**src/hdl/usam_regs.vh**
```
// register offsets, field positions and reset values for the status block
`ifndef USAM_REGS_VH
`define USAM_REGS_VH

// ****************************************
// register offsets (byte addresses)
// ****************************************
`define USAM_ADDR_W 8
`define USAM_OFF_STATUS 8'h00
`define USAM_OFF_IRQ_STATUS 8'h04
`define USAM_OFF_IRQ_MASK 8'h08
`define USAM_OFF_MODE 8'h0C

// ****************************************
// status register fields
// ****************************************
`define USAM_MASK_HI 31
`define USAM_MASK_LO 24
`define USAM_ADDR_HI 23
`define USAM_ADDR_LO 16
`define USAM_TXISEL_HI 15
`define USAM_TXISEL_LO 14
`define USAM_TXINV 13
`define USAM_RXEN 12
`define USAM_TXBRK 11
`define USAM_TXEN 10
`define USAM_TXBF 9
`define USAM_TX_SHIFT_EMPTY 8
`define USAM_RXISEL_HI 7
`define USAM_RXISEL_LO 6
`define USAM_STATION_DETECT_ENABLE 5
`define USAM_RECEIVER_IDLE 4
`define USAM_PARITY_ERROR_FLAG 3
`define USAM_FRAMING_ERROR_FLAG 2
`define USAM_OVERRUN_ERROR_FLAG 1
`define USAM_RX_DATA_AVAILABLE 0

// ****************************************
// mode register fields (module on, infrared)
// ****************************************
`define USAM_MODE_ON 15
`define USAM_MODE_INFRARED_ENCODING_ENABLE 12

// ****************************************
// interrupt status / mask bits
// ****************************************
`define USAM_IRQ_W 4
`define USAM_IRQ_TX 0
`define USAM_IRQ_MATCH 1
`define USAM_IRQ_OVERRUN_ERROR_FLAG 2
`define USAM_IRQ_BRK 3

// ****************************************
// encodings and reset values
// ****************************************
`define USAM_TXSEL_SLOT 2'h0
`define USAM_TXSEL_DONE 2'h1
`define USAM_TXSEL_EMPTY 2'h2
`define USAM_ZERO32 32'h00000000
`define USAM_ZERO8 8'h00
`define USAM_ZERO4 4'h0
`define USAM_ZERO2 2'h0

`endif

```
**src/hdl/usam_match.v**
```verilog
// address comparator with a per-bit mask
`timescale 1ns/1ns
`default_nettype none
`include "usam_regs.vh"

// ****************************************
// registered address match
// ****************************************
module usam_match (
	input wire i_ref_clk,
	input wire i_reset,
	input wire [7:0] i_mask,
	input wire [7:0] i_station,
	input wire [7:0] i_addr_char,
	input wire i_addr_valid,
	output reg o_match
);
	// a zero mask bit drops that position, so all zeros matches anything
	always @(posedge i_ref_clk) begin
		if (i_reset) begin
			o_match <= 1'b0;
		end else begin
			o_match <= i_addr_valid &
				(((i_addr_char ^ i_station) & i_mask) == `USAM_ZERO8);
		end
	end
endmodule // usam_match

`default_nettype wire

```
**src/hdl/usam_top.v**
```verilog
// status and control register block of an asynchronous serial port
// What this block does
// - mask bits choose which address bits compare
// - station value compared at enabled mask positions
// - transmit interrupt: empty, all sent, slot free
// - infrared off: polarity set means idle low
// - infrared on: polarity set means idle high
// - receiver enable plus module on owns pin
// - receiver off keeps buffer and flags
// - transmitter enable plus module on raises interrupt if condition holds
//
// Added by the designer: the placing of the registers and the address-and-strobe port.
`timescale 1ns/1ns
`default_nettype none
`include "usam_regs.vh"

// ****************************************
// register map
// ****************************************
// 0x00 status and control, field layout below
// 0x04 interrupt status, write one to clear
// 0x08 interrupt mask, same layout as interrupt status
// 0x0C mode: module on and infrared enable
// unmapped offsets read zero, writes dropped
// interrupt bits: 0 transmit, 1 station match,
// 2 overrun, 3 break sent
// status 31:24 match mask, 23:16 station value,
// 15:14 tx select, 13 polarity, 12 receiver on,
// 11 break, 10 transmitter on, 9 buffer full,
// 8 shift empty, 7:6 rx select, 5 station detect,
// 4 receiver idle, 3 parity, 2 framing,
// 1 overrun, 0 receive data ready

module usam_top (
	input wire i_ref_clk,
	input wire i_reset,
	// register bus, read data one cycle after the strobe
	input wire [7:0] i_bus_addr,
	input wire [31:0] i_bus_wdata,
	input wire i_bus_write,
	input wire i_bus_read,
	output reg [31:0] o_bus_rdata,
	// levels and pulses from the transmit and receive paths
	input wire i_tx_buffer_full,
	input wire i_tx_buffer_empty,
	input wire i_tx_shift_empty,
	input wire i_receiver_idle,
	input wire i_parity_error,
	input wire i_framing_error,
	input wire i_overrun_event,
	input wire i_rx_data_available,
	input wire i_break_sent,
	// received address character and raw line levels
	input wire [7:0] i_addr_char,
	input wire i_addr_valid,
	input wire i_tx_line_raw,
	input wire i_tx_ir_raw,
	// pin and level outputs, all registered
	output reg o_serial_out_pin,
	output reg o_rx_pin_owned,
	output reg o_tx_irq_level,
	output reg o_station_match,
	output reg o_transmitter_enable,
	output reg o_tx_break_request,
	output reg o_irq
);

	// ****************************************
	// control and status state
	// ****************************************
	reg [7:0] match_mask;
	reg [7:0] station_value;
	reg [1:0] tx_irq_condition_select;
	reg tx_polarity_invert;
	reg receiver_enable;
	reg tx_break_request;
	reg transmitter_enable;
	reg [1:0] rx_irq_condition_select;
	reg station_detect_enable;
	reg overrun_error_flag;
	reg module_on;
	reg infrared_encoding_enable;
	reg [3:0] irq_status;
	reg [3:0] irq_mask;
	// live values mirrored from the transmit and receive paths
	reg tx_shift_empty;
	reg receiver_idle;
	reg tx_buffer_full;
	reg parity_error_flag;
	reg framing_error_flag;
	reg rx_data_available;
	wire match_hit;
	// combinational next values
	reg tx_cond;
	reg [3:0] next_irq_status;
	reg [31:0] next_rdata;
	wire wr_status;
	wire wr_irq_status;
	wire wr_irq_mask;
	wire wr_mode;

	// ****************************************
	// helpers
	// ****************************************
	// address compare shared by all write decodes
	// one compare for read and write keeps the two decodes in step
	function hit;
		input [7:0] a;
		input [7:0] off;
		begin
			hit = (a == off);
		end
	endfunction

	assign wr_status = i_bus_write & hit(i_bus_addr, `USAM_OFF_STATUS);
	assign wr_irq_status = i_bus_write & hit(i_bus_addr, `USAM_OFF_IRQ_STATUS);
	assign wr_irq_mask = i_bus_write & hit(i_bus_addr, `USAM_OFF_IRQ_MASK);
	assign wr_mode = i_bus_write & hit(i_bus_addr, `USAM_OFF_MODE);

	// ****************************************
	// address match
	// ****************************************
	// a char seen while station detect or module on is off is dropped,
	// not held for later
	usam_match u_match (
		.i_ref_clk(i_ref_clk),
		.i_reset(i_reset),
		.i_mask(match_mask),
		.i_station(station_value),
		.i_addr_char(i_addr_char),
		.i_addr_valid(i_addr_valid & station_detect_enable & module_on),
		.o_match(match_hit)
	);

	// ****************************************
	// transmit interrupt condition
	// ****************************************
	// 11 is reserved; it never asserts, so a bad setting stays quiet
	// all sent means buffer empty and shift register drained
	always @* begin
		case (tx_irq_condition_select)
		`USAM_TXSEL_EMPTY: tx_cond = i_tx_buffer_empty;
		`USAM_TXSEL_DONE: tx_cond = i_tx_buffer_empty & i_tx_shift_empty;
		`USAM_TXSEL_SLOT: tx_cond = ~i_tx_buffer_full;
		default: tx_cond = 1'b0;
		endcase
	end

	// ****************************************
	// control register writes
	// ****************************************
	// break request self-clears; a write of one in the same cycle wins
	// rx select is only stored and read back; the receive interrupt
	// itself lives in the receive path, outside this block
	always @(posedge i_ref_clk) begin
		if (i_reset) begin
			match_mask <= `USAM_ZERO8;
			station_value <= `USAM_ZERO8;
			tx_irq_condition_select <= `USAM_ZERO2;
			tx_polarity_invert <= 1'b0;
			receiver_enable <= 1'b0;
			tx_break_request <= 1'b0;
			transmitter_enable <= 1'b0;
			rx_irq_condition_select <= `USAM_ZERO2;
			station_detect_enable <= 1'b0;
			module_on <= 1'b0;
			infrared_encoding_enable <= 1'b0;
			irq_mask <= `USAM_ZERO4;
		end else begin
			if (wr_status) begin
				match_mask <= i_bus_wdata[`USAM_MASK_HI:`USAM_MASK_LO];
				station_value <= i_bus_wdata[`USAM_ADDR_HI:`USAM_ADDR_LO];
				tx_irq_condition_select <=
					i_bus_wdata[`USAM_TXISEL_HI:`USAM_TXISEL_LO];
				tx_polarity_invert <= i_bus_wdata[`USAM_TXINV];
				receiver_enable <= i_bus_wdata[`USAM_RXEN];
				transmitter_enable <= i_bus_wdata[`USAM_TXEN];
				rx_irq_condition_select <=
					i_bus_wdata[`USAM_RXISEL_HI:`USAM_RXISEL_LO];
				station_detect_enable <= i_bus_wdata[`USAM_STATION_DETECT_ENABLE];
			end
			if (wr_status & i_bus_wdata[`USAM_TXBRK]) begin
				tx_break_request <= 1'b1;
			end else if (i_break_sent) begin
				tx_break_request <= 1'b0;
			end
			if (wr_mode) begin
				module_on <= i_bus_wdata[`USAM_MODE_ON];
				infrared_encoding_enable <= i_bus_wdata[`USAM_MODE_INFRARED_ENCODING_ENABLE];
			end
			if (wr_irq_mask) begin
				irq_mask <= i_bus_wdata[`USAM_IRQ_W-1:0];
			end
		end
	end

	// ****************************************
	// receive status flags
	// ****************************************
	// sampled every cycle regardless of the receiver enable, so turning
	// the receiver off leaves what the receive path reports untouched
	always @(posedge i_ref_clk) begin
		if (i_reset) begin
			tx_shift_empty <= 1'b1;
			receiver_idle <= 1'b1;
			tx_buffer_full <= 1'b0;
			parity_error_flag <= 1'b0;
			framing_error_flag <= 1'b0;
			rx_data_available <= 1'b0;
			overrun_error_flag <= 1'b0;
		end else begin
			tx_shift_empty <= i_tx_shift_empty;
			receiver_idle <= i_receiver_idle;
			tx_buffer_full <= i_tx_buffer_full;
			parity_error_flag <= i_parity_error;
			framing_error_flag <= i_framing_error;
			rx_data_available <= i_rx_data_available;
			// hardware set beats a software clear in the same cycle
			// any status write with this bit at zero clears it, so software
			// must read-modify-write to keep a pending overrun
			if (i_overrun_event) begin
				overrun_error_flag <= 1'b1;
			end else if (wr_status & ~i_bus_wdata[`USAM_OVERRUN_ERROR_FLAG]) begin
				overrun_error_flag <= 1'b0;
			end
		end
	end

	// ****************************************
	// sticky interrupt status
	// ****************************************
	// the transmit event is the condition while the transmitter is on,
	// so enabling it with the condition true fires at once
	// a write-one clear loses to a set in the same cycle, so no event
	// slips through a clear
	always @* begin
		next_irq_status = irq_status;
		if (wr_irq_status) begin
			next_irq_status = irq_status & ~i_bus_wdata[`USAM_IRQ_W-1:0];
		end
		if (transmitter_enable & module_on & tx_cond) begin
			next_irq_status[`USAM_IRQ_TX] = 1'b1;
		end
		if (match_hit) begin
			next_irq_status[`USAM_IRQ_MATCH] = 1'b1;
		end
		if (i_overrun_event) begin
			next_irq_status[`USAM_IRQ_OVERRUN_ERROR_FLAG] = 1'b1;
		end
		if (i_break_sent & tx_break_request) begin
			next_irq_status[`USAM_IRQ_BRK] = 1'b1;
		end
	end

	always @(posedge i_ref_clk) begin
		if (i_reset) begin
			irq_status <= `USAM_ZERO4;
			o_irq <= 1'b0;
		end else begin
			irq_status <= next_irq_status;
			o_irq <= |(next_irq_status & irq_mask);
		end
	end

	// ****************************************
	// pins and level outputs
	// ****************************************
	// idle of the raw encoder is high on the plain line and low on the
	// infrared path; the polarity bit flips each one
	// levels lag the raw inputs by one cycle, so the pin never glitches
	// while a setting changes
	always @(posedge i_ref_clk) begin
		if (i_reset) begin
			o_serial_out_pin <= 1'b1;
			o_rx_pin_owned <= 1'b0;
			o_tx_irq_level <= 1'b0;
			o_station_match <= 1'b0;
			o_transmitter_enable <= 1'b0;
			o_tx_break_request <= 1'b0;
		end else begin
			if (infrared_encoding_enable) begin
				o_serial_out_pin <= i_tx_ir_raw ^ tx_polarity_invert;
			end else begin
				o_serial_out_pin <= i_tx_line_raw ^ tx_polarity_invert;
			end
			o_rx_pin_owned <= receiver_enable & module_on;
			o_tx_irq_level <= transmitter_enable & module_on & tx_cond;
			o_station_match <= match_hit;
			// transmitter is gated by module on, in case software skips order
			o_transmitter_enable <= transmitter_enable & module_on;
			o_tx_break_request <= tx_break_request;
		end
	end

	// ****************************************
	// register read
	// ****************************************
	// unmapped offsets fall through to zero
	always @* begin
		next_rdata = `USAM_ZERO32;
		if (hit(i_bus_addr, `USAM_OFF_STATUS)) begin
			next_rdata[`USAM_MASK_HI:`USAM_MASK_LO] = match_mask;
			next_rdata[`USAM_ADDR_HI:`USAM_ADDR_LO] = station_value;
			next_rdata[`USAM_TXISEL_HI:`USAM_TXISEL_LO] =
				tx_irq_condition_select;
			next_rdata[`USAM_TXINV] = tx_polarity_invert;
			next_rdata[`USAM_RXEN] = receiver_enable;
			next_rdata[`USAM_TXBRK] = tx_break_request;
			next_rdata[`USAM_TXEN] = transmitter_enable;
			next_rdata[`USAM_TXBF] = tx_buffer_full;
			next_rdata[`USAM_TX_SHIFT_EMPTY] = tx_shift_empty;
			next_rdata[`USAM_RXISEL_HI:`USAM_RXISEL_LO] =
				rx_irq_condition_select;
			next_rdata[`USAM_STATION_DETECT_ENABLE] = station_detect_enable;
			next_rdata[`USAM_RECEIVER_IDLE] = receiver_idle;
			next_rdata[`USAM_PARITY_ERROR_FLAG] = parity_error_flag;
			next_rdata[`USAM_FRAMING_ERROR_FLAG] = framing_error_flag;
			next_rdata[`USAM_OVERRUN_ERROR_FLAG] = overrun_error_flag;
			next_rdata[`USAM_RX_DATA_AVAILABLE] = rx_data_available;
		end else if (hit(i_bus_addr, `USAM_OFF_IRQ_STATUS)) begin
			next_rdata[`USAM_IRQ_W-1:0] = irq_status;
		end else if (hit(i_bus_addr, `USAM_OFF_IRQ_MASK)) begin
			next_rdata[`USAM_IRQ_W-1:0] = irq_mask;
		end else if (hit(i_bus_addr, `USAM_OFF_MODE)) begin
			next_rdata[`USAM_MODE_ON] = module_on;
			next_rdata[`USAM_MODE_INFRARED_ENCODING_ENABLE] = infrared_encoding_enable;
		end
	end

	// read data stand only in the cycle after the strobe
	// reads have no side effects; overrun and interrupt status flags clear only by writes
	always @(posedge i_ref_clk) begin
		if (i_reset) begin
			o_bus_rdata <= `USAM_ZERO32;
		end else if (i_bus_read) begin
			o_bus_rdata <= next_rdata;
		end else begin
			o_bus_rdata <= `USAM_ZERO32;
		end
	end

endmodule // usam_top

`default_nettype wire

```
**config.mk**
```make
export PLATFORM = sky130hd
export DESIGN_NAME = usam_top
export DESIGN_NICKNAME = d
export VERILOG_FILES = /design/src/hdl/usam_match.v /design/src/hdl/usam_top.v
export VERILOG_INCLUDE_DIRS = /design/src /design/src/hdl
export SDC_FILE = /design/constraint.sdc
export NUM_CORES = 1
export LEC_CHECK = 0
export ABC_AREA = 1
export BUFFER_PORTS_ARGS = -buffer_cell sky130_fd_sc_hd__buf_2
export CORE_MARGIN = 2
export CORE_UTILIZATION = 44
export DETAILED_ROUTE_END_ITERATION = 16
export GPL_ROUTABILITY_DRIVEN = 0
export GPL_TIMING_DRIVEN = 0
export PLACE_DENSITY_LB_ADDON = 0.25
export SYNTH_ARGS = -nofsm -noshare
export SYNTH_HDL_FRONTEND = slang
export SYNTH_HIERARCHICAL = 1
export SYNTH_SLANG_ARGS = --single-unit
```
**constraint.sdc**
```tcl
create_clock -name i_ref_clk -period 1.5 [get_ports i_ref_clk]
set_clock_uncertainty 0.05 [all_clocks]
set_input_delay 0.45 -clock i_ref_clk [delete_from_list [all_inputs] [get_ports i_ref_clk]]
set_output_delay 0.45 -clock i_ref_clk [all_outputs]
set_load 0.01 [all_outputs]
```
==> metrics.md, run 1 <==
| Metric | Value |
|---|---|
| Overall Global Routing Usage | `19.47%` |
| Post-synth top area share | `54.42%` |
| Sequential power share | `between 50% and 60%` |
| Area of the die | `roughly 0.0075 mm2` |
| Combinational power share | `5.2%` |
| Slowest-stage cell, CP | `buf_4` |
| Core Area | `0.006719 mm2` |
| Floorplan die width | `around 87 um` |
| CTS Root Cell | `clkbuf_8` |
| Beginning of the critical path | `i_bus_addr[0]` |
| Hold path startpoint | `i_receiver_idle` |
| Io pins | `between 100 and 150` |
| Synth top area cells | `dfxtp_1 54%, inv_1 7.3%, nor2_1 6.5%, a21oi_1 6.3%, o21ai_0 5.3%` |
| Ys async rst share | `0%` |
| Largest net degree at the start of global routing | `14` |
| Switching power | `~880 uW` |
| Worst-Margin Slew | `~470 ps` |
| RR Startpoint | `module_on` |
| Clock share of power | `a little under two fifths` |
| CTS max path bufs | `2` |
| Drt drc | `0` |
| Setup violators final | `0` |
| CTS tree | `done` |
| Max Fclk | `0.7128 GHz` |
| Cell row count | `30` |
| First-pass GRT wire length | `11260 um` |
| Post-synthesis cell area | `about 0.0030 mm2` |
| Syn. warnings | `6` |
| Vias per cell | `~4.7` |
| Max FO, Critical Path | `10` |
| Critical Path RT | `1730 ps` |
| Reg2reg path depth | `8` |
| Initial antenna violation count | `0` |
| Static Leakage | `0.001765 uW` |
| PortBufs | `98` |
| Cell depth of the worst setup path | `7` |
| Crit path cell chain | `buf_2 -> nor2_4 -> nand3_4 -> nor2_8 -> nand2_2 -> buf_4 -> nor2_1` |
| Hold Buf Count CTS | `0` |
| Layout net count | `539` |
| Synthesis-to-finish area growth | `26.38%` |
| Sw Share | `a little under a quarter` |
| Initial DRC count | `between 100 and 150` |
| Prevailing post-synth register cell | `dfxtp_1` |
| Clock slew at reported path FFs | `80 ps` |
| Detailed placement HPWL | `approximately 5200 um` |
| Min cycle time layout | `approximately 1400 ps` |
| Unrepaired setup endpoints after global routing | `no` |
| Ratio of cells with drive above 1 in the final layout | `28.96%` |
| Top cells by count, synth | `82 x dfxtp_1, 59 x inv_1, 52 x nor2_1` |
| Final Core Density | `56.74%` |
| Routed WL | `7003 um` |
| CTS buffer count | `9` |
| Initial Util | `44.90%` |
| Worst rel slew slack | `68.48%` |
| Finished Layout Cells | `560` |
| Largest delay share family, worst path | `simple AND/OR/NAND/NOR gates` |
| DR pass1 iterations | `4` |
| Mapped Cells | `365` |
| Placed Instances | `543` |
| CP peak stage delay | `250 ps` |
| WHS Path Cells | `2` |
| Antenna viol nets, final | `0` |
| Avg Cell Area, Syn | `8.265 um2` |
| Final period utilization | `between 90 and 100%` |
| Worst-case vdd ir drop | `roughly 0.56 mV` |
| Diode count | `0` |
| Internal reg-to-reg setup slack | `320 ps` |
| CTS Sinks | `approximately 80` |
| Hold Crit Class | `primary input to register` |
| CP Buf/Inv Count | `2` |
| DR WL/cell | `between 10 and 15 um` |
| H-tree Lvls | `3` |
| Final Hold Vio Count | `0` |
| Crit. End Element | `register` |
| Leading area contributor after synthesis | `dfxtp_1` |
| Cell Int Power | `3010 uW` |
| Vias in the first global route | `2477` |
| Unique cell type count in the Yosys netlist | `29` |
| Most common cell in the netlist | `dfxtp_1` |
| Flops & latches, synth | `82` |
| PD cells | `1021 mW/mm2` |
| Post-Syn Nets | `429` |
| Max Slew Vio Count | `0` |
| Post-synth EDFFs | `0` |
| Via Count | `2615` |
| MaxCap Viol Count | `0` |
| Status | `finished clean` |
| Chip height | `86.80 um` |
| Gr ovfl total | `0` |
| Startpoint types | `primary input` |
| Register area share after synthesis | `54.42%` |
| Clk Latency, worst-skew pair | `360 ps` |
| CP Class | `primary input to register` |
| Worst endpoint data arrival time | `1640 ps` |
-- worst register-to-register path, cell delays in order (launching register included) --
cell and delay, ps:
dfxtp_1 400, nand2_1 120, a21oi_1 130, nand3_1 130, nand2_1 90, nand2_1 40
nand2_1 50, nor2_1 40, nor2_1 70
-- worst paths after layout --
kind / to
max: o_bus_rdata[19]
max reg2reg: o_irq
min reg2reg: o_bus_rdata[8]
min: receiver_idle
-- cells in the final DEF (no fill, tap or decap) --
cell type	synthesis	routed
mux2i_1	1	1
inv_2	1	2
a31oi_1	1	1
nor2_4	3	3
o211ai_1	4	4
inv_1	59	58
clkbuf_8	0	12
nand2_1	42	41
xor2_1	3	3
nand2_2	1	2
nor2_1	52	50
nor2_8	1	1
or2_2	2	2
nand4_1	2	2
o32ai_1	1	1
buf_6	6	6
o21ai_0	32	32
clkinvlp_4	0	2
nand3_1	13	13
nor2_2	0	2
clkbuf_1	4	4
dfxtp_1	82	82
buf_4	1	2
nor4_1	1	1
clkinv_2	0	2
o21ai_1	7	7
nand3_4	1	1
nor3_1	2	2
a21o_1	1	1
buf_2	1	99
nand2_4	2	2
nand4_4	1	1
a21oi_1	38	38
-- cell families after synthesis --
family,after synthesis,synth area share (%)
XOR/XNOR,3,0.8712
buffers and inverters,72,10.62
flip-flops,82,54.42
AND/OR/NAND/NOR,123,19.25
AO/OA/AOI/OAI,84,14.52
multiplexers,1,0.3318
-- power by group through the flow --
stage	Clock, uW	Combinational [uW]	Sequential [uW]
3_3_place_gp	0	200	2250
6_report	1490	204	2200
2_1_floorplan	0	88.4	2250
3_5_place_dp	0	202	2250
4_1_cts	1530	204	2200
5_1_grt	1620	229	2200
-- stage by stage --
step	setup TNS (ps)	cell area (um2)	setup WS [ps]	total power, uW	hold WS (ps)
detailed placement	-14360	3607	-388.8	2450	347.0
floorplan	0	3017	18.72	2336	343.6
global placement	-13200	3607	-397.0	2447	348.1
global route	0	3812	12.96	4048	219.0
finish	0	3812	97.13	3892	224.4
CTS	0	3800	88.57	3928	217.5
-- what timing repair did --
action	CTS	global route
endpoints found under the setup margin	2	1
gates cloned	0	0
resized for setup	1	3
pin swaps	0	2
buffers inserted	0	1
-- area by class of cell --
class,count,area (um2)
Tap cell,80,100.1
Timing Repair Buffer,99,498.0
Fill cell,645,2907
Clock inverter,4,25.02
Buffer,12,95.09
Multi-Input combinational cell,211,1062
Clock buffer,12,165.2
Sequential cell,82,1642
Inverter,60,225.2
-- registers in the layout, summed over array words and instances (netlist names), 2 cells and up --
register and cells:
o_bus_rdata 32, rx_irq_condition_select 2, irq_status 4, irq_mask 4, tx_irq_condition_select 2, match_mask 8
station_value 8
-- routing by layer --
metal	global-route usage [%]	wire length [um]	vias to the layer above
li1	-	-	1368
met1	24.39	3156	1158
met2	31.16	3276	79
met3	6.952	466	10
met4	6.534	104	0
met5	0	0	-
No activity file was read; power rests on OpenSTA's default activity.
==> run 2: changes to the inputs <==
- SETUP_SLACK_MARGIN: not set -> 0.2
==> metrics.md, run 2 (synthesized netlist as in run 1, its figures left out) <==
| Metric | Value |
|---|---|
| Status | `finished clean` |
| Worst-case vdd ir drop | `0.5729 mV (+2.2%)` |
| Final period utilization | `87.08% (-6.4 points)` |
| Min cycle time layout | `1306 ps (-96.60 ps)` |
| Floorplan die width | `86.80 um (unchanged)` |
| Ratio of cells with drive above 1 in the final layout | `34.29% (+5.3 points)` |
| CTS Root Cell | `clkbuf_8` |
| CTS tree | `done` |
| Largest register FFs | `32 (unchanged)` |
| MaxCap Viol Count | `0 (unchanged)` |
| Io pins | `103 (unchanged)` |
| Overall Global Routing Usage | `19.94% (+0.46 points)` |
| Clock slew at reported path FFs | `80 ps (about the same)` |
| Worst-Margin Slew | `474.7 ps (+1.940 ps)` |
| Hold Crit Class | `primary input to register` |
| DR pass1 iterations | `5 (+1)` |
| DR WL/cell | `12.87 um (+2.9%)` |
| Initial DRC count | `137 (-4.9%)` |
| Antenna viol nets, final | `0 (unchanged)` |
| CP Class | `primary input to register` |
| Design Power | `4028 uW (+3.5%)` |
| Detailed placement HPWL | `5111 um (-1.0%)` |
| Vias in the first global route | `2534 (+2.3%)` |
| Max Fclk | `0.7655 GHz (+7.4%)` |
| Max Slew Vio Count | `0 (unchanged)` |
| Beginning of the critical path | `i_bus_addr[1]` |
| Chip height | `86.80 um (unchanged)` |
| CTS max path bufs | `2 (unchanged)` |
| DP Area | `0.003627 mm2 (+0.55%)` |
| Static Leakage | `0.001830 uW (+3.7%)` |
| CTS buffer count | `9 (unchanged)` |
| RR Startpoint | `module_on` |
| H-tree Lvls | `3 (unchanged)` |
| Drt drc | `0 (unchanged)` |
| Final Hold Vio Count | `0 (unchanged)` |
| Worst rel slew slack | `68.35% (-0.13 points)` |
| Crit. End Element | `register` |
| Unrepaired setup endpoints after global routing | `yes` |
| Hold Buf Count CTS | `0 (unchanged)` |
| Layout net count | `546 (+1.3%)` |
| Hold path startpoint | `i_receiver_idle` |
| Diode count | `0 (unchanged)` |
| Max FO, Critical Path | `6 (-4)` |
| Vias per cell | `4.735 (+1.4%)` |
| CTS Sinks | `82 (unchanged)` |
| PD cells | `1000 mW/mm2 (-2.0%)` |
| Worst endpoint data arrival time | `1490 ps (-150 ps)` |
| Top reg by flops | `o_bus_rdata` |
| Setup TNS | `0 ps (unchanged)` |
| Routed WL | `7295 um (+4.2%)` |
| Clk Latency, worst-skew pair | `350 ps (about the same)` |
| Hold WS | `232.5 ps (+8.190 ps)` |
| Cell row count | `30 (unchanged)` |
| Largest net degree at the start of global routing | `16 (+2)` |
| Initial antenna violation count | `0 (unchanged)` |
| Core Area | `0.006719 mm2 (unchanged)` |
| Synthesis-to-finish area growth | `33.47%` |
| Initial Util | `44.90% (unchanged)` |
| Area of the die | `0.007534 mm2 (unchanged)` |
| Startpoint types | `primary input` |
| Commonest non-fill, non-tap cell in the layout | `buf_2` |
| Gr ovfl total | `0 (unchanged)` |
| Most frequent cells in the layout | `86 x buf_2, 72 x dfxtp_1, 57 x inv_1, 48 x nor2_1, 39 x nand2_1` |
| Setup violators final | `0 (unchanged)` |
| Largest regs | `o_bus_rdata x32, match_mask x8, station_value x8` |
| PortBufs | `98 (unchanged)` |
| Critical Path RT | `1680 ps (-50 ps)` |
| Placed Instances | `543 (unchanged)` |
| Via Count | `2685 (+2.7%)` |
| First-pass GRT wire length | `11500 um (+2.1%)` |
| Finished Layout Cells | `567 (+1.3%)` |
| Design area | `0.004026 mm2 (+5.6%)` |
==> run 2: cell count changes in the layout (fill, tap and decap cells not counted), moves of 3 or more <==
cell | before | now
dfxtp_2 | 0 | 10
buf_4 | 2 | 10
dfxtp_1 | 82 | 72
o21ai_1 | 7 | 18
clkbuf_8 | 12 | 9
nand3_1 | 13 | 10
nand3_2 | 0 | 3
buf_6 | 6 | 17
o21ai_0 | 32 | 20
nor2_4 | 3 | 6
buf_2 | 99 | 86
==> run 2: power by group <==
part	switching (uW)	internal [uW]
Combinational	126	104
Sequential	6.32	2190
Clock	826	776
==> run 2: timing repair <==
item                       4_1_cts  5_1_grt
setup endpoints to repair       62       73
buffers inserted                 5        3
resized for setup               23       25
pin swaps                        4       11
gates cloned                     0        0
==> run 2: worst paths after layout <==
check	slack (ps)	end	cells after the start
setup / recovery	190	o_irq	11
hold / removal	230	receiver_idle	2
setup reg to reg	290	o_irq	8
hold reg to reg	360	o_bus_rdata[8]	2
==> run 2: layout make-up <==
type	count	area, um2
fillers	591	2693
flip-flops and latches	82	1654
multi-input cells	211	1111
repair buffers	106	631.9
inverters	60	230.2
clock buffers	9	123.9
well taps	80	100.1
plain buffers	12	97.59
clock inverters	7	77.57
==> run 2: stage by stage <==
stage	util (%)	setup slack, ps
2_1_floorplan	-	61.96
3_3_place_gp	53.99	-345.4
3_5_place_dp	53.99	-365.9
4_1_cts	58.42	179.6
5_1_grt	59.93	111.3
6_report	59.93	193.7
==> run 2: critical path: stages <==
cell,delay (ps)
buf_8,100
nor2_4,160
nand2_2,90
nor2_4,210
nand3_2,110
nand2_2,80
nand2_1,40
nand2_1,60
nand2_1,50
nor2_1,90
nor2_1,40
==> run 2: routing by layer <==
metal / GRT usage (%) / up-vias / wire length (um)
met1: 23.72 / 1203 / 3140
met4: 8.665 / 0 / 122
met2: 33.17 / 80 / 3531
li1: - / 1392 / -
met3: 6.000 / 10 / 500
met5: 0 / - / 0
==> run 3: changes to the inputs <==
- CORE_UTILIZATION: 44 -> 46
- CTS_BUF_LIST: not set -> sky130_fd_sc_hd__clkbuf_8
- PLACE_DENSITY: not set -> 0.75
- PLACE_DENSITY_LB_ADDON: 0.25 -> not set
==> metrics.md, run 3 (synthesized netlist as in run 1, its figures left out) <==
| Metric | Value |
|---|---|
| Status | `finished clean` |
| Routed WL | `7259 um (-0.49%)` |
| Diode count | `0 (unchanged)` |
| CTS Root Cell | `clkbuf_8` |
| First-pass GRT wire length | `11520 um (+0.18%)` |
| PortBufs | `98 (unchanged)` |
| WHS Path Cells | `2 (unchanged)` |
| Initial antenna violation count | `0 (unchanged)` |
| DR WL/cell | `12.89 um (+0.21%)` |
| Finished Layout Cells | `563 (-0.71%)` |
| CP peak stage delay | `340 ps (+130 ps)` |
| CTS buffer count | `9 (unchanged)` |
| Largest register FFs | `32 (unchanged)` |
| Clk Latency, worst-skew pair | `360 ps (about the same)` |
| Design area | `0.004026 mm2 (unchanged)` |
| CP Buf/Inv Count | `1 (unchanged)` |
| Overall Global Routing Usage | `20.34% (+0.40 points)` |
| Clock slew at reported path FFs | `90 ps (about the same)` |
| Worst rel slew slack | `69.05% (+0.70 points)` |
| CP Class | `register to primary output` |
| DP Area | `0.003623 mm2 (-0.10%)` |
| Ratio of cells with drive above 1 in the final layout | `34.98% (+0.69 points)` |
| Max Slew Vio Count | `0 (unchanged)` |
| Vias per cell | `4.734 (about the same)` |
| Via Count | `2665 (-0.74%)` |
| Crit path cell chain | `buf_6` |
| Hold Buf Count CTS | `0 (unchanged)` |
| Final period utilization | `87.68% (+0.59 points)` |
| Hold Crit Class | `primary input to register` |
| Worst endpoint data arrival time | `820 ps (-670 ps)` |
| Register Area | `0.001660 mm2 (+0.38%)` |
| Antenna viol nets, final | `0 (unchanged)` |
| Placed Instances | `540 (-0.55%)` |
| Detailed placement HPWL | `5108 um (about the same)` |
| Top reg by flops | `o_bus_rdata` |
| Floorplan die width | `84.98 um (-2.1%)` |
| Reg2reg path depth | `8 (unchanged)` |
| Crit. End Element | `primary output` |
| Setup TNS | `0 ps (unchanged)` |
| CTS Sinks | `82 (unchanged)` |
| Final Hold Vio Count | `0 (unchanged)` |
| Core Area | `0.006350 mm2 (-5.5%)` |
| Worst-Margin Slew | `464.2 ps (-10.48 ps)` |
| Max FO, Critical Path | `1 (-5)` |
| Io pins | `103 (unchanged)` |
| Final Worst Setup Slack | `184.9 ps (-8.869 ps)` |
| Chip height | `84.98 um (-2.1%)` |
| CTS max path bufs | `2 (unchanged)` |
| Slowest-stage cell, CP | `dfxtp_2` |
| Area of the die | `0.007222 mm2 (-4.1%)` |
| Most frequent cells in the layout | `81 x buf_2, 67 x dfxtp_1, 57 x inv_1, 48 x nor2_1` |
| PD cells | `958.2 mW/mm2 (-4.2%)` |
| Initial Util | `47.51% (+2.6 points)` |
| H-tree Lvls | `3 (unchanged)` |
| FF-to-FF End | `o_irq` |
| Startpoint types | `register` |
| Largest delay share family, worst path | `flip-flops` |
| Cell row count | `29 (-3.3%)` |
| Worst-case vdd ir drop | `0.9147 mV (+60%)` |
| CTS tree | `done` |
| Layout net count | `545 (-0.18%)` |
| Synthesis-to-finish area growth | `33.47% (unchanged)` |
| Layout fillers | `562 (-4.9%)` |
| Drt drc | `0 (unchanged)` |
| Area of the multi-input gates | `0.001110 mm2 (-0.11%)` |
| Hold path startpoint | `i_receiver_idle` |
| Internal reg-to-reg setup slack | `240 ps (-50 ps)` |
| Hold endpoint | `receiver_idle` |
| Static Leakage | `0.001832 uW (+0.15%)` |
| Largest regs | `o_bus_rdata x32, match_mask x8, station_value x8` |
| DR pass1 iterations | `4 (-1)` |
| Gr ovfl total | `0 (unchanged)` |
| Hold WS | `223.5 ps (-9.074 ps)` |
| Initial DRC count | `103 (-25%)` |
| RR Startpoint | `module_on` |
| Min cycle time layout | `1315 ps (+8.869 ps)` |
| Largest net degree at the start of global routing | `16 (unchanged)` |
| Critical Path RT | `1000 ps (-680 ps)` |
| Setup violators final | `0 (unchanged)` |
| Max Fclk | `0.7604 GHz (-0.67%)` |
| Placement Setup Slack | `-319.1 ps (+46.76 ps)` |
| Commonest non-fill, non-tap cell in the layout | `buf_2` |
| Vias in the first global route | `2521 (-0.51%)` |
| MaxCap Viol Count | `0 (unchanged)` |
| Unrepaired setup endpoints after global routing | `yes` |
-- run 3: final cells by class --
cell class / count / area share (%)
plain buffers: 12 / 2.424
clock buffers: 9 / 3.076
clock inverters: 7 / 1.305
inverters: 60 / 5.718
multi-input cells: 211 / 27.56
flip-flops and latches: 82 / 41.24
well taps: 77 / 2.393
repair buffers: 105 / 16.28
-- run 3: layer usage --
metal,GRT usage (%),vias to the layer above,wire (um)
met5,0,-,0
met4,7.071,0,84
met3,7.296,7,527
met2,33.52,73,3628
met1,24.60,1197,3020
li1,-,1388,-
-- run 3: power by group --
group | leakage, uW | total (uW) | internal (uW) | switching (uW)
Sequential | 0.000671 | 2200 | 2190 | 6.37
Clock | 0.0000900 | 1430 | 611 | 822
Combinational | 0.00107 | 229 | 103 | 126
Total | 0.00183 | 3860 | 2900 | 954
-- run 3: how the worst max path moves through the flow --
| stage | endpoint | depth (start not counted) | slack [ps] | from |
|---|---|---|---|---|
| finish | o_bus_rdata[16] | 1 | 180 | o_bus_rdata[16] |
| floorplan | overrun_error_flag | 7 | 60 | i_bus_addr[1] |
| CTS | o_bus_rdata[17] | 1 | 170 | o_bus_rdata[17] |
| global route | o_irq | 11 | 80 | i_bus_addr[1] |
| detailed placement | o_bus_rdata[18] | 5 | -320 | i_reset |
| global placement | o_bus_rdata[16] | 5 | -310 | i_reset |
-- run 3: per-stage QoR --
step | util, % | total power [uW]
floorplan | - | 2339
global placement | 57.06 | 2451
detailed placement | 57.06 | 2455
CTS | 61.42 | 3868
global route | 63.41 | 3997
finish | 63.41 | 3858
-- run 3: timing repair --
item,CTS,global route
resized for setup,18,39
endpoints found under the setup margin,57,70
cloned,0,0
pin swaps,3,11
setup buffers,5,2
